<file path="src/rtl/ortr_pkg.sv">
package ortr_pkg;

	// register indices as printed, byte address is four times the index
	localparam logic [7:0]  ORTR_IDX_TRIM_UPPER = 8'h18;
	localparam logic [7:0]  ORTR_IDX_TRIM_LOWER = 8'h19;
	localparam logic [7:0]  ORTR_IDX_STATUS     = 8'h20;
	localparam int          ORTR_ADDR_W         = 12;

	// trim word field layout
	localparam int          ORTR_TC_MSB         = 15;
	localparam int          ORTR_TC_LSB         = 11;
	localparam int          ORTR_FREQ_MSB       = 9;
	localparam int          ORTR_FREQ_LSB       = 0;
	localparam int          ORTR_UNDEF_BIT      = 10;
	localparam int          ORTR_COARSE_LSB     = 6;

	// status register bit positions
	localparam int          ORTR_ST_GUARD       = 0;
	localparam int          ORTR_ST_PLL_CHOICE  = 1;
	localparam int          ORTR_ST_PLL_SETTLED = 2;
	localparam int          ORTR_ST_OSC_STABLE  = 3;
	localparam int          ORTR_ST_LOADED      = 4;

	// reset values before the factory load lands
	localparam logic [15:0] ORTR_TRIM_RST       = 16'h0000;

	// bus responses
	localparam logic [1:0]  ORTR_RESP_OKAY      = 2'h0;
	localparam logic [1:0]  ORTR_RESP_DECERR    = 2'h3;

	typedef struct packed {
		logic [4:0] temp_coeff_adjust;
		logic [9:0] freq_adjust;
	} ortr_trim_t;

	typedef struct packed {
		logic       enable;
		logic       positive;
		logic [3:0] magnitude;
	} ortr_tc_comp_t;

	typedef struct packed {
		logic [3:0] coarse;
		logic [5:0] fine;
	} ortr_freq_split_t;

	// reading the trim word, undefined bit forced low
	function automatic logic [15:0] ortr_pack(input ortr_trim_t t);
		ortr_pack = {t.temp_coeff_adjust, 1'b0, t.freq_adjust};
	endfunction : ortr_pack

endpackage : ortr_pkg

</file>
<file path="src/rtl/ortr_tc_decode.sv">
`timescale 1ns/1ns
module ortr_tc_decode
	import ortr_pkg::*;
(
	// clock and reset
	input  wire logic          mclk,
	input  wire logic          rst,
	// trim field in, compensation control out
	input  wire logic [4:0]    temp_coeff_adjust,
	output ortr_tc_comp_t      tc_comp
);

	// top bit is direction, low four bits the size of the step
	wire logic [3:0] mag_w = temp_coeff_adjust[3:0];
	wire logic       dir_w = temp_coeff_adjust[4];
	// both zero-magnitude codes switch the circuit off, not to zero tc
	wire logic       en_w  = (mag_w != 4'h0);

	ortr_tc_comp_t tc_comp_q;

	// registered so the analog side sees a clean word
	always_ff @(posedge mclk)
	begin
		if (rst)
			tc_comp_q <= '0;
		else
			tc_comp_q <= '{enable: en_w, positive: dir_w, magnitude: mag_w};
	end

	assign tc_comp = tc_comp_q;

endmodule : ortr_tc_decode

</file>
<file path="src/rtl/ortr_top.sv">
`timescale 1ns/1ns
// Behaviour
// - Upper trim byte sits at index 0x18 and lower at 0x19, forming one 16-bit trim word.
// - On release of system reset the factory trim value is loaded into both bytes.
// - Trim bytes read at any time and take writes only while the guard bit is zero.
// - An accepted trim write while the pll clock choice is one clears pll-settled and stable.
// - Bits 15..11 hold the tc adjust field, driven to the compensation circuit.
// - Bits 9..0 hold freq adjust: upper four coarse steps, lower six fine steps.
// - Tc codes 00000 and 10000 both switch compensation off.
// - Tc top bit picks direction (1 positive) and low four bits the magnitude.
module ortr_top
	import ortr_pkg::*;
(
	// clock and reset
	input  wire logic                   mclk,
	input  wire logic                   rst,
	// axi4-lite write address and data
	input  wire logic [ORTR_ADDR_W-1:0] s_axi_awaddr,
	input  wire logic                   s_axi_awvalid,
	output logic                        s_axi_awready,
	input  wire logic [31:0]            s_axi_wdata,
	input  wire logic [3:0]             s_axi_wstrb,
	input  wire logic                   s_axi_wvalid,
	output logic                        s_axi_wready,
	// axi4-lite write response
	output logic [1:0]                  s_axi_bresp,
	output logic                        s_axi_bvalid,
	input  wire logic                   s_axi_bready,
	// axi4-lite read
	input  wire logic [ORTR_ADDR_W-1:0] s_axi_araddr,
	input  wire logic                   s_axi_arvalid,
	output logic                        s_axi_arready,
	output logic [31:0]                 s_axi_rdata,
	output logic [1:0]                  s_axi_rresp,
	output logic                        s_axi_rvalid,
	input  wire logic                   s_axi_rready,
	// factory value from flash
	input  wire logic [15:0]            factory_trim,
	// clock configuration state from neighbouring logic
	input  wire logic                   cfg_guard_bit,
	input  wire logic                   pll_clock_choice,
	input  wire logic                   pll_settled_flag,
	input  wire logic                   osc_stable_flag,
	// flag clear pulses
	output logic                        pll_settled_clr,
	output logic                        osc_stable_clr,
	// oscillator trim outputs
	output ortr_trim_t                  osc_trim,
	output ortr_freq_split_t            freq_split,
	output ortr_tc_comp_t               tc_comp
);

	// byte addresses from the printed indices
	localparam logic [ORTR_ADDR_W-1:0] ADDR_UPPER  = {2'b00, ORTR_IDX_TRIM_UPPER, 2'b00};
	localparam logic [ORTR_ADDR_W-1:0] ADDR_LOWER  = {2'b00, ORTR_IDX_TRIM_LOWER, 2'b00};
	localparam logic [ORTR_ADDR_W-1:0] ADDR_STATUS = {2'b00, ORTR_IDX_STATUS, 2'b00};

	ortr_trim_t        trim_q,    trim_d;
	logic              load_q;
	logic              loaded_q;
	logic              awready_q, wready_q, bvalid_q;
	logic [1:0]        bresp_q;
	logic              arready_q, rvalid_q;
	logic [31:0]       rdata_q;
	logic [1:0]        rresp_q;
	logic              pclr_q,    oclr_q;
	ortr_freq_split_t  split_q;

	// write decode
	wire logic wr_fire    = awready_q & s_axi_awvalid & wready_q & s_axi_wvalid;
	wire logic hit_upper  = (s_axi_awaddr == ADDR_UPPER);
	wire logic hit_lower  = (s_axi_awaddr == ADDR_LOWER);
	wire logic hit_status = (s_axi_awaddr == ADDR_STATUS);
	wire logic wr_mapped  = hit_upper | hit_lower | hit_status;
	// guard only lets through when clear; the guard itself is kept elsewhere
	wire logic wr_open    = ~cfg_guard_bit & s_axi_wstrb[0];
	wire logic wr_upper   = wr_fire & hit_upper & wr_open;
	wire logic wr_lower   = wr_fire & hit_lower & wr_open;
	wire logic wr_trim    = wr_upper | wr_lower;
	wire logic wr_start   = s_axi_awvalid & s_axi_wvalid & ~awready_q & ~bvalid_q;

	// read decode
	wire logic rd_fire    = arready_q & s_axi_arvalid;
	wire logic rd_start   = s_axi_arvalid & ~arready_q & ~rvalid_q;
	wire logic rd_upper   = (s_axi_araddr == ADDR_UPPER);
	wire logic rd_lower   = (s_axi_araddr == ADDR_LOWER);
	wire logic rd_status  = (s_axi_araddr == ADDR_STATUS);
	wire logic rd_mapped  = rd_upper | rd_lower | rd_status;
	wire logic [15:0] trim_word = ortr_pack(trim_q);
	wire logic [7:0]  status_w  = {3'h0, loaded_q, osc_stable_flag, pll_settled_flag,
		pll_clock_choice, cfg_guard_bit};
	wire logic [31:0] rd_value  = rd_upper  ? {24'h0, trim_word[15:8]} :
		rd_lower  ? {24'h0, trim_word[7:0]} :
		rd_status ? {24'h0, status_w} : 32'h0;

	// next trim word: factory load wins over any bus write
	always_comb
	begin
		trim_d = trim_q;
		if (load_q)
			trim_d = '{temp_coeff_adjust: factory_trim[ORTR_TC_MSB:ORTR_TC_LSB],
				freq_adjust: factory_trim[ORTR_FREQ_MSB:ORTR_FREQ_LSB]};
		else if (wr_upper)
		begin
			trim_d.temp_coeff_adjust = s_axi_wdata[7:3];
			trim_d.freq_adjust[9:8]  = s_axi_wdata[1:0];
		end
		else if (wr_lower)
			trim_d.freq_adjust[7:0]  = s_axi_wdata[7:0];
	end

	// trim storage; the load is armed by reset and fires at the first edge after release
	always_ff @(posedge mclk)
	begin
		if (rst)
		begin
			trim_q   <= ORTR_TRIM_RST[14:0]; // bit 10 has no storage
			load_q   <= 1'b1;
			loaded_q <= 1'b0;
		end
		else
		begin
			trim_q   <= trim_d;
			load_q   <= 1'b0;
			loaded_q <= loaded_q | load_q;
		end
	end

	// flag clears pulse one cycle after an accepted trim write under pll choice
	always_ff @(posedge mclk)
	begin
		if (rst)
		begin
			pclr_q <= 1'b0;
			oclr_q <= 1'b0;
		end
		else
		begin
			pclr_q <= wr_trim & pll_clock_choice;
			oclr_q <= wr_trim & pll_clock_choice;
		end
	end

	// coarse four bits and fine six bits registered for the oscillator steps
	always_ff @(posedge mclk)
	begin
		if (rst)
			split_q <= '0;
		else
			split_q <= '{coarse: trim_d.freq_adjust[9:ORTR_COARSE_LSB],
				fine: trim_d.freq_adjust[ORTR_COARSE_LSB-1:0]};
	end

	// write channel: waits for address and data together, one write at a time
	always_ff @(posedge mclk)
	begin
		if (rst)
		begin
			awready_q <= 1'b0;
			wready_q  <= 1'b0;
			bvalid_q  <= 1'b0;
			bresp_q   <= ORTR_RESP_OKAY;
		end
		else
		begin
			awready_q <= wr_start;
			wready_q  <= wr_start;
			if (wr_fire)
			begin
				bvalid_q <= 1'b1;
				bresp_q  <= wr_mapped ? ORTR_RESP_OKAY : ORTR_RESP_DECERR;
			end
			else if (s_axi_bready)
				bvalid_q <= 1'b0;
		end
	end

	// read channel
	always_ff @(posedge mclk)
	begin
		if (rst)
		begin
			arready_q <= 1'b0;
			rvalid_q  <= 1'b0;
			rdata_q   <= 32'h0;
			rresp_q   <= ORTR_RESP_OKAY;
		end
		else
		begin
			arready_q <= rd_start;
			if (rd_fire)
			begin
				rvalid_q <= 1'b1;
				rdata_q  <= rd_value;
				rresp_q  <= rd_mapped ? ORTR_RESP_OKAY : ORTR_RESP_DECERR;
			end
			else if (s_axi_rready)
				rvalid_q <= 1'b0;
		end
	end

	// tc compensation control
	ortr_tc_decode u_tc
	(
		.mclk              (mclk),
		.rst               (rst),
		.temp_coeff_adjust (trim_q.temp_coeff_adjust),
		.tc_comp           (tc_comp)
	);

	assign s_axi_awready   = awready_q;
	assign s_axi_wready    = wready_q;
	assign s_axi_bvalid    = bvalid_q;
	assign s_axi_bresp     = bresp_q;
	assign s_axi_arready   = arready_q;
	assign s_axi_rvalid    = rvalid_q;
	assign s_axi_rdata     = rdata_q;
	assign s_axi_rresp     = rresp_q;
	assign pll_settled_clr = pclr_q;
	assign osc_stable_clr  = oclr_q;
	assign osc_trim        = trim_q;
	assign freq_split      = split_q;

endmodule : ortr_top
</file>
<file path="config.mk">
export PLATFORM = sky130hd
export DESIGN_NAME = ortr_top
export DESIGN_NICKNAME = d
export VERILOG_FILES = /design/src/rtl/ortr_pkg.sv /design/src/rtl/ortr_tc_decode.sv /design/src/rtl/ortr_top.sv
export SDC_FILE = /design/constraint.sdc
export NUM_CORES = 1
export LEC_CHECK = 0
export BUFFER_PORTS_ARGS = -buffer_cell sky130_fd_sc_hd__buf_2
export CORE_MARGIN = 5
export CORE_UTILIZATION = 42
export CTS_CLUSTER_DIAMETER = 120
export DETAILED_ROUTE_END_ITERATION = 16
export PLACE_DENSITY = 0.91
export RECOVER_POWER = 25
export SLEW_MARGIN = 10
export SYNTH_ARGS = -nofsm -noshare
export SYNTH_HDL_FRONTEND = slang
export SYNTH_SLANG_ARGS = --single-unit
</file>
<file path="constraint.sdc">
create_clock -name mclk -period 4.9 [get_ports mclk]
set_input_delay 0 -clock mclk [delete_from_list [all_inputs] [get_ports mclk]]
set_output_delay 0 -clock mclk [all_outputs]
set_load 0.02 [all_outputs]
</file>
==> metrics.txt, run 1 <==
outcome=finished, violations left; failing checks=capacitance limit, slew limit; htree depth=2; # port buffers=108; layout cells sized above 1=33.03%; Die Height=79.17 um; pre-CTS WS=2700 ps; post-synthesis area per instance=8.971 um2; Fill cells=451; RSZ-0062 raised after global routing=no; Synth area leaders=dfxtp_1, buf_4, a221oi_1, a31oi_1, mux2i_1; max FFs per register=15; initial cell density of the core=42.83%; Sequential Area=760.7 um2; TritonRoute pass-1 iters=4; Total Wirelength=5795 um; top cell type's share of synthesized area=37.86%; CTS tree=done; IO Pins=161; Root Driver=clkbuf_8; synthesized instance count=224; Hold Crit Class=input port to register; first-pass GRT wire length=8825 um; via count=2023; Sw Ratio=28.71%; Final Wtd Congestion=0.7645; CP startpoint=s_axi_wready; final slew viol count=40; HPWL after detailed placement=4347 um; Via density=5.268; Synthesis Warnings=0; clock network power share=35.0%; startpoint types=register; area delta synth->final=30.88%; post-CTS setup buffer count=0; # clock sinks=38; TritonCTS buffer count=5; worst relative slew slack=-13.28%; Die ar.=0.006268 mm2; largest net degree at the start of global routing=40; Fin Setup TNS=0 ps; Max Cap Viol=1; Worst Setup End Kind=register; f_max=0.4926 GHz; Tot GR Track Use=17.79%; Worst path max stage delay=740 ps; CP required=4970 ps; worst setup margin=2870 ps; flop2flop setup slack=2870 ps; critical setup path kind=register to register; ys async rst share=0%; Post-synth EDFFs=0; Setup-failing EPs final=0; fin crit period=2030 ps; Post-synth top flop=dfxtp_1; initial drt markers=122; GR Util met3=5.329%; flops & latches, synth=38; crit-path cells=nand4_1 > or4_1 > o21ai_0 > a221oi_1; gr busiest metal=met2; Hold Vio Cnt, Final=0; Seq/Total Area, Yosys=37.86%; Power Density=282.6 mW/mm2; power share of the combinational group=19.4%; Net Switching=0.0002134 W; number of diodes=0; Peak VDD IR=0.09558 mV; clock skew=3.452 ps; Clock Latency Late Sink=290 ps; RR Startpoint=s_axi_wready; CORE AREA=0.004692 mm2; initial antenna violation count=1; Clock Path Buffers=2; Final ANT Viol Nets=0; FF-to-FF path depth=4; DRC errors left=0; Cells on Worst Hold Path=3; GR Layer Usage met1=21.45%; sequential power share=45.6%; Nets=416; cts repair resizes=0; Worst Tran Pin Value=1699 ps; Worst-path clk slew=80 ps; met2 GRT Util=30.98%; die width=79.17 um; reg2reg end=osc_trim[5]; Final Cycle Share=41.43%; crit path capture=osc_trim[5]; Synth cell types=35; internal power=0.0005298 W; num rows=25; grt ovf=0; crit path max fanout=16; critical path data arrival time=2100 ps; cell taking the most area after synthesis=dfxtp_1; multi-input logic area=928.4 um2; top post-synthesis cells by count=buf_4, dfxtp_1, a31oi_1, inv_1, a221oi_1; Leak Pwr=1.240 nW; synthesized cell area=0.002009 mm2; vias in the first global route=1874; critical-path cell with the highest stage delay=or4_1; detailed-route wire length per cell=15.09 um
## area by class of cell
type / count / area share, %
Multi-Input combinational cell: 141 / 35.30
Sequential cell: 38 / 28.92
Timing Repair Buffer: 126 / 26.64
Clock buffer: 5 / 2.617
Tap cell: 54 / 2.569
Inverter: 17 / 2.426
Clock inverter: 3 / 1.522
## layout by cell type (no fill, tap or decap), drive strengths merged, types with 3 or more instances in the layout
cell type    count
a21oi            4
a221oi          15
a22oi            5
a31oi           17
buf             92
clkbuf          21
conb            24
dfxtp           38
dlygate4sd3     18
inv             17
mux2i            7
nand2            6
nand2b           4
nor2             8
nor2b            5
nor4             5
nor4b            3
o21ai           15
o2bb2ai          5
o31ai            3
or4              5
## what timing repair did
| action | in CTS | in global routing |
|---|---|---|
| hold buffers | 18 | 0 |
| setup endpoints to repair | 0 | 0 |
| endpoints found under the hold margin | 17 | 0 |
## worst max-delay path: cells and delay by family, from the launching register on
family / cells / cell delay [ps]
DFF: 1 / 470
AOI/OAI and AO/OA: 2 / 470
and+or+nand+nor: 2 / 850
## power by group through the flow
stage | registers, W | clock network, W | logic [W]
floorplan | 0.000357 | 0 | 0.0000902
global placement | 0.000345 | 0 | 0.000130
detailed placement | 0.000345 | 0 | 0.000133
CTS | 0.000338 | 0.000263 | 0.000145
global route | 0.000341 | 0.000279 | 0.000155
finish | 0.000339 | 0.000260 | 0.000144
## stage by stage
| step | cell area (um2) | cells | util, % | hold WS (ps) | power, W |
|---|---|---|---|---|---|
| floorplan | 2096 | 247 | - | 27.72 | 0.0004468 |
| global placement | 2361 | 358 | 50.32 | 260.6 | 0.0004746 |
| detailed placement | 2361 | 358 | 50.32 | 264.8 | 0.0004781 |
| CTS | 2650 | 384 | 56.48 | 4.025 | 0.0007456 |
| global route | 2630 | 384 | 56.05 | 11.13 | 0.0007753 |
| finish | 2630 | 384 | 56.05 | 4.462 | 0.0007431 |
## metal layers
| metal | share of wire (%) | vias up |
|---|---|---|
| li1 | - | 967 |
| met1 | 39 | 936 |
| met2 | 50 | 110 |
| met3 | 9.5 | 8 |
| met4 | 0.78 | 2 |
| met5 | 0.22 | - |
## cell families after synthesis
family	synth area share [%]
AOI/OAI and AO/OA	22.85
buffers and inverters	20.24
DFF	37.86
muxes	3.487
other	0.1866
and+or+nand+nor	15.38
## worst min-delay path by stage
| stage | start | to | slack, ps |
|---|---|---|---|
| 2_1_floorplan | rst | load_q | 30 |
| 5_1_grt | s_axi_arvalid | s_axi_arready | 10 |
| 3_3_place_gp | pll_clock_choice | osc_stable_clr | 260 |
| 6_report | s_axi_rready | s_axi_rvalid | 4 |
| 3_5_place_dp | pll_clock_choice | osc_stable_clr | 260 |
| 4_1_cts | s_axi_arvalid | s_axi_arready | 4 |
(Power assumes the default switching activity.)
==> inputs of run 2 (changes only) <==
CORE_UTILIZATION = 39   (was 42)
PLACE_DENSITY = 0.86   (was 0.91)
clock period = 1.9 ns   (was 4.9 ns; I/O delays follow)
==> run 2 against run 1 <==
Effect of this change:
- the run now ends clean
- sequential share of layout area is 1.2 points lower
- fmax is 23% higher
- critical endpoint unchanged
- worst setup slack got worse by 2600 ps
==> metrics.txt, run 2 (synthesis gave the netlist of run 1 again) <==
outcome=complete, no violations (was finished, violations left); initial drt markers=69 (was 122); CTS tree=done (unchanged); vias in the first global route=1994 (was 1874); post-route insts no fill=412 (was 384); htree depth=2 (unchanged); Inst Count DP=384 (was 358); initial antenna violation count=0 (was 1); GR Layer Usage met1=20.08% (was 21.45%); clock skew=3.283 ps (was 3.452 ps); commonest non-fill, non-tap cell in the layout=buf_2 (unchanged); Worst Tran Pin Value=899.1 ps (was 1699 ps); detailed-route wire length per cell=14.96 um (was 15.09 um); grt ovf=0 (unchanged); Tot GR Track Use=17.98% (was 17.79%); layout cells sized above 1=34.21% (was 33.03%); Peak VDD IR=0.2702 mV (was 0.09558 mV); worst relative slew slack=40.06% (was -13.28%); Worst Setup End Kind=register (unchanged); worst path bufs/invs=1 (was 0); via count=2061 (was 2023); Design Power=0.001928 W (was 0.0007431 W); Via density=5.002 (was 5.268); Setup-failing EPs final=0 (unchanged); Power Density=703.8 mW/mm2 (was 282.6 mW/mm2); Die Height=81.78 um (was 79.17 um); crit path max fanout=16 (unchanged); Die ar.=0.006688 mm2 (was 0.006268 mm2); Worst path max stage delay=470 ps (was 740 ps); Worst-path clk slew=80 ps (about the same); met2 GRT Util=31.58% (was 30.98%); DRC errors left=0 (unchanged); Clock Path Buffers=2 (unchanged); critical setup path kind=register to register (unchanged); num rows=26 (was 25); CP required=2020 ps (was 4970 ps); CP startpoint=s_axi_wready (unchanged); Max Cap Viol=0 (was 1); die width=81.78 um (was 79.17 um); TritonCTS buffer count=5 (unchanged); RSZ-0062 raised after global routing=no (unchanged); startpoint types=register (unchanged); Top Family by Delay on Critical Path=simple AND/OR/NAND/NOR gates (unchanged); IO Pins=161 (unchanged); CORE AREA=0.005042 mm2 (was 0.004692 mm2); Fin Setup TNS=0 ps (unchanged); final slew viol count=0 (was 40); # clock sinks=38 (unchanged); commonest cells after routing, fill and taps aside=buf_2, dfxtp_1, conb_1 (unchanged); Total Wirelength=6165 um (was 5795 um); Clock Latency Late Sink=290 ps (about the same); gr busiest metal=met2 (unchanged); fin crit period=1651 ps (was 2030 ps); GR Util met3=5.263% (was 5.329%); Root Driver=clkbuf_8 (unchanged); area delta synth->final=36.36% (was 30.88%); # port buffers=108 (unchanged); first-pass GRT wire length=9142 um (was 8825 um); Nets=428 (was 416); critical path data arrival time=1770 ps (was 2100 ps); RR Startpoint=s_axi_wready (unchanged); cell area after layout=0.002740 mm2 (was 0.002630 mm2); critical-path cell with the highest stage delay=dfxtp_1 (was or4_1); largest net degree at the start of global routing=22 (was 40); Leak Pwr=1.288 nW (was 1.240 nW); number of diodes=0 (unchanged); Final Cycle Share=86.87% (was 41.43%); Final Wtd Congestion=0.7515 (was 0.7645); Final ANT Viol Nets=0 (unchanged); initial cell density of the core=39.85% (was 42.83%); crit-path cells=nand4_1 > or4_1 > buf_4 > o21ai_0 > a221oi_1 (was nand4_1 > or4_1 > o21ai_0 > a221oi_1); Hold Crit Class=input port to register (unchanged); HPWL after detailed placement=4504 um (was 4347 um); f_max=0.6059 GHz (was 0.4926 GHz); TritonRoute pass-1 iters=5 (was 4); Hold Vio Cnt, Final=0 (unchanged); Worst Min Path Start=s_axi_arvalid (was s_axi_rready); max FFs per register=15 (unchanged); Placed Area=0.002456 mm2 (was 0.002361 mm2)
[run 2: changes by cell type in the layout (fill, tap and decap cells not counted), sizes merged]
cell / previous run / this run
clkbuf: 21 / 23
dlygate4sd3: 18 / 20
buf: 92 / 100
[run 2: through the flow]
step	util [%]	hold WS (ps)	setup slack [ps]
finish	54.34	27.29	249.4
floorplan	-	27.72	205.7
CTS	54.84	4.069	281.3
detailed placement	48.71	266.7	116.8
global placement	48.71	263.6	131.5
global route	54.34	14.59	53.07
[run 2: per-layer routing]
layer / wire length, um / part of all wire (%)
met3: 615 / 10
met1: 2311 / 37
met2: 3114 / 51
met5: 0 / 0
met4: 124 / 2.0
[run 2: final timing paths]
kind	depth (start not counted)	slack, ps	end
hold reg to reg	1	460	s_axi_wready
setup / recovery	5	250	osc_trim[5]
setup reg to reg	5	250	osc_trim[5]
hold / removal	2	30	s_axi_arready
[run 2: report_power, final]
part	switching (W)	total [W]	internal, W
clock	0.000288	0.000675	0.000386
combinational	0.000231	0.000385	0.000153
sequential	0.0000361	0.000869	0.000833
[run 2: timing repair]
item	in CTS	in global routing
hold endpoints to repair	19	0
buffers inserted	0	0
hold buffers	20	0
resized for setup	0	0
endpoints found under the setup margin	0	0
[run 2: cell type report]
type / count / area (um2)
clock buffer: 5 / 68.82
clock inverter: 3 / 40.04
fill: 491 / 2302
inverter: 17 / 63.81
multi-input combinational: 141 / 928.4
sequential: 38 / 760.7
tap: 70 / 87.58
timing repair buffer: 138 / 790.8
[run 2: worst reg2reg max path, cell delays in order, from the launching register on]
cell and delay, ps:
dfxtp_1 470, nand4_1 120, or4_1 410, buf_4 220, o21ai_0 170, a221oi_1 100
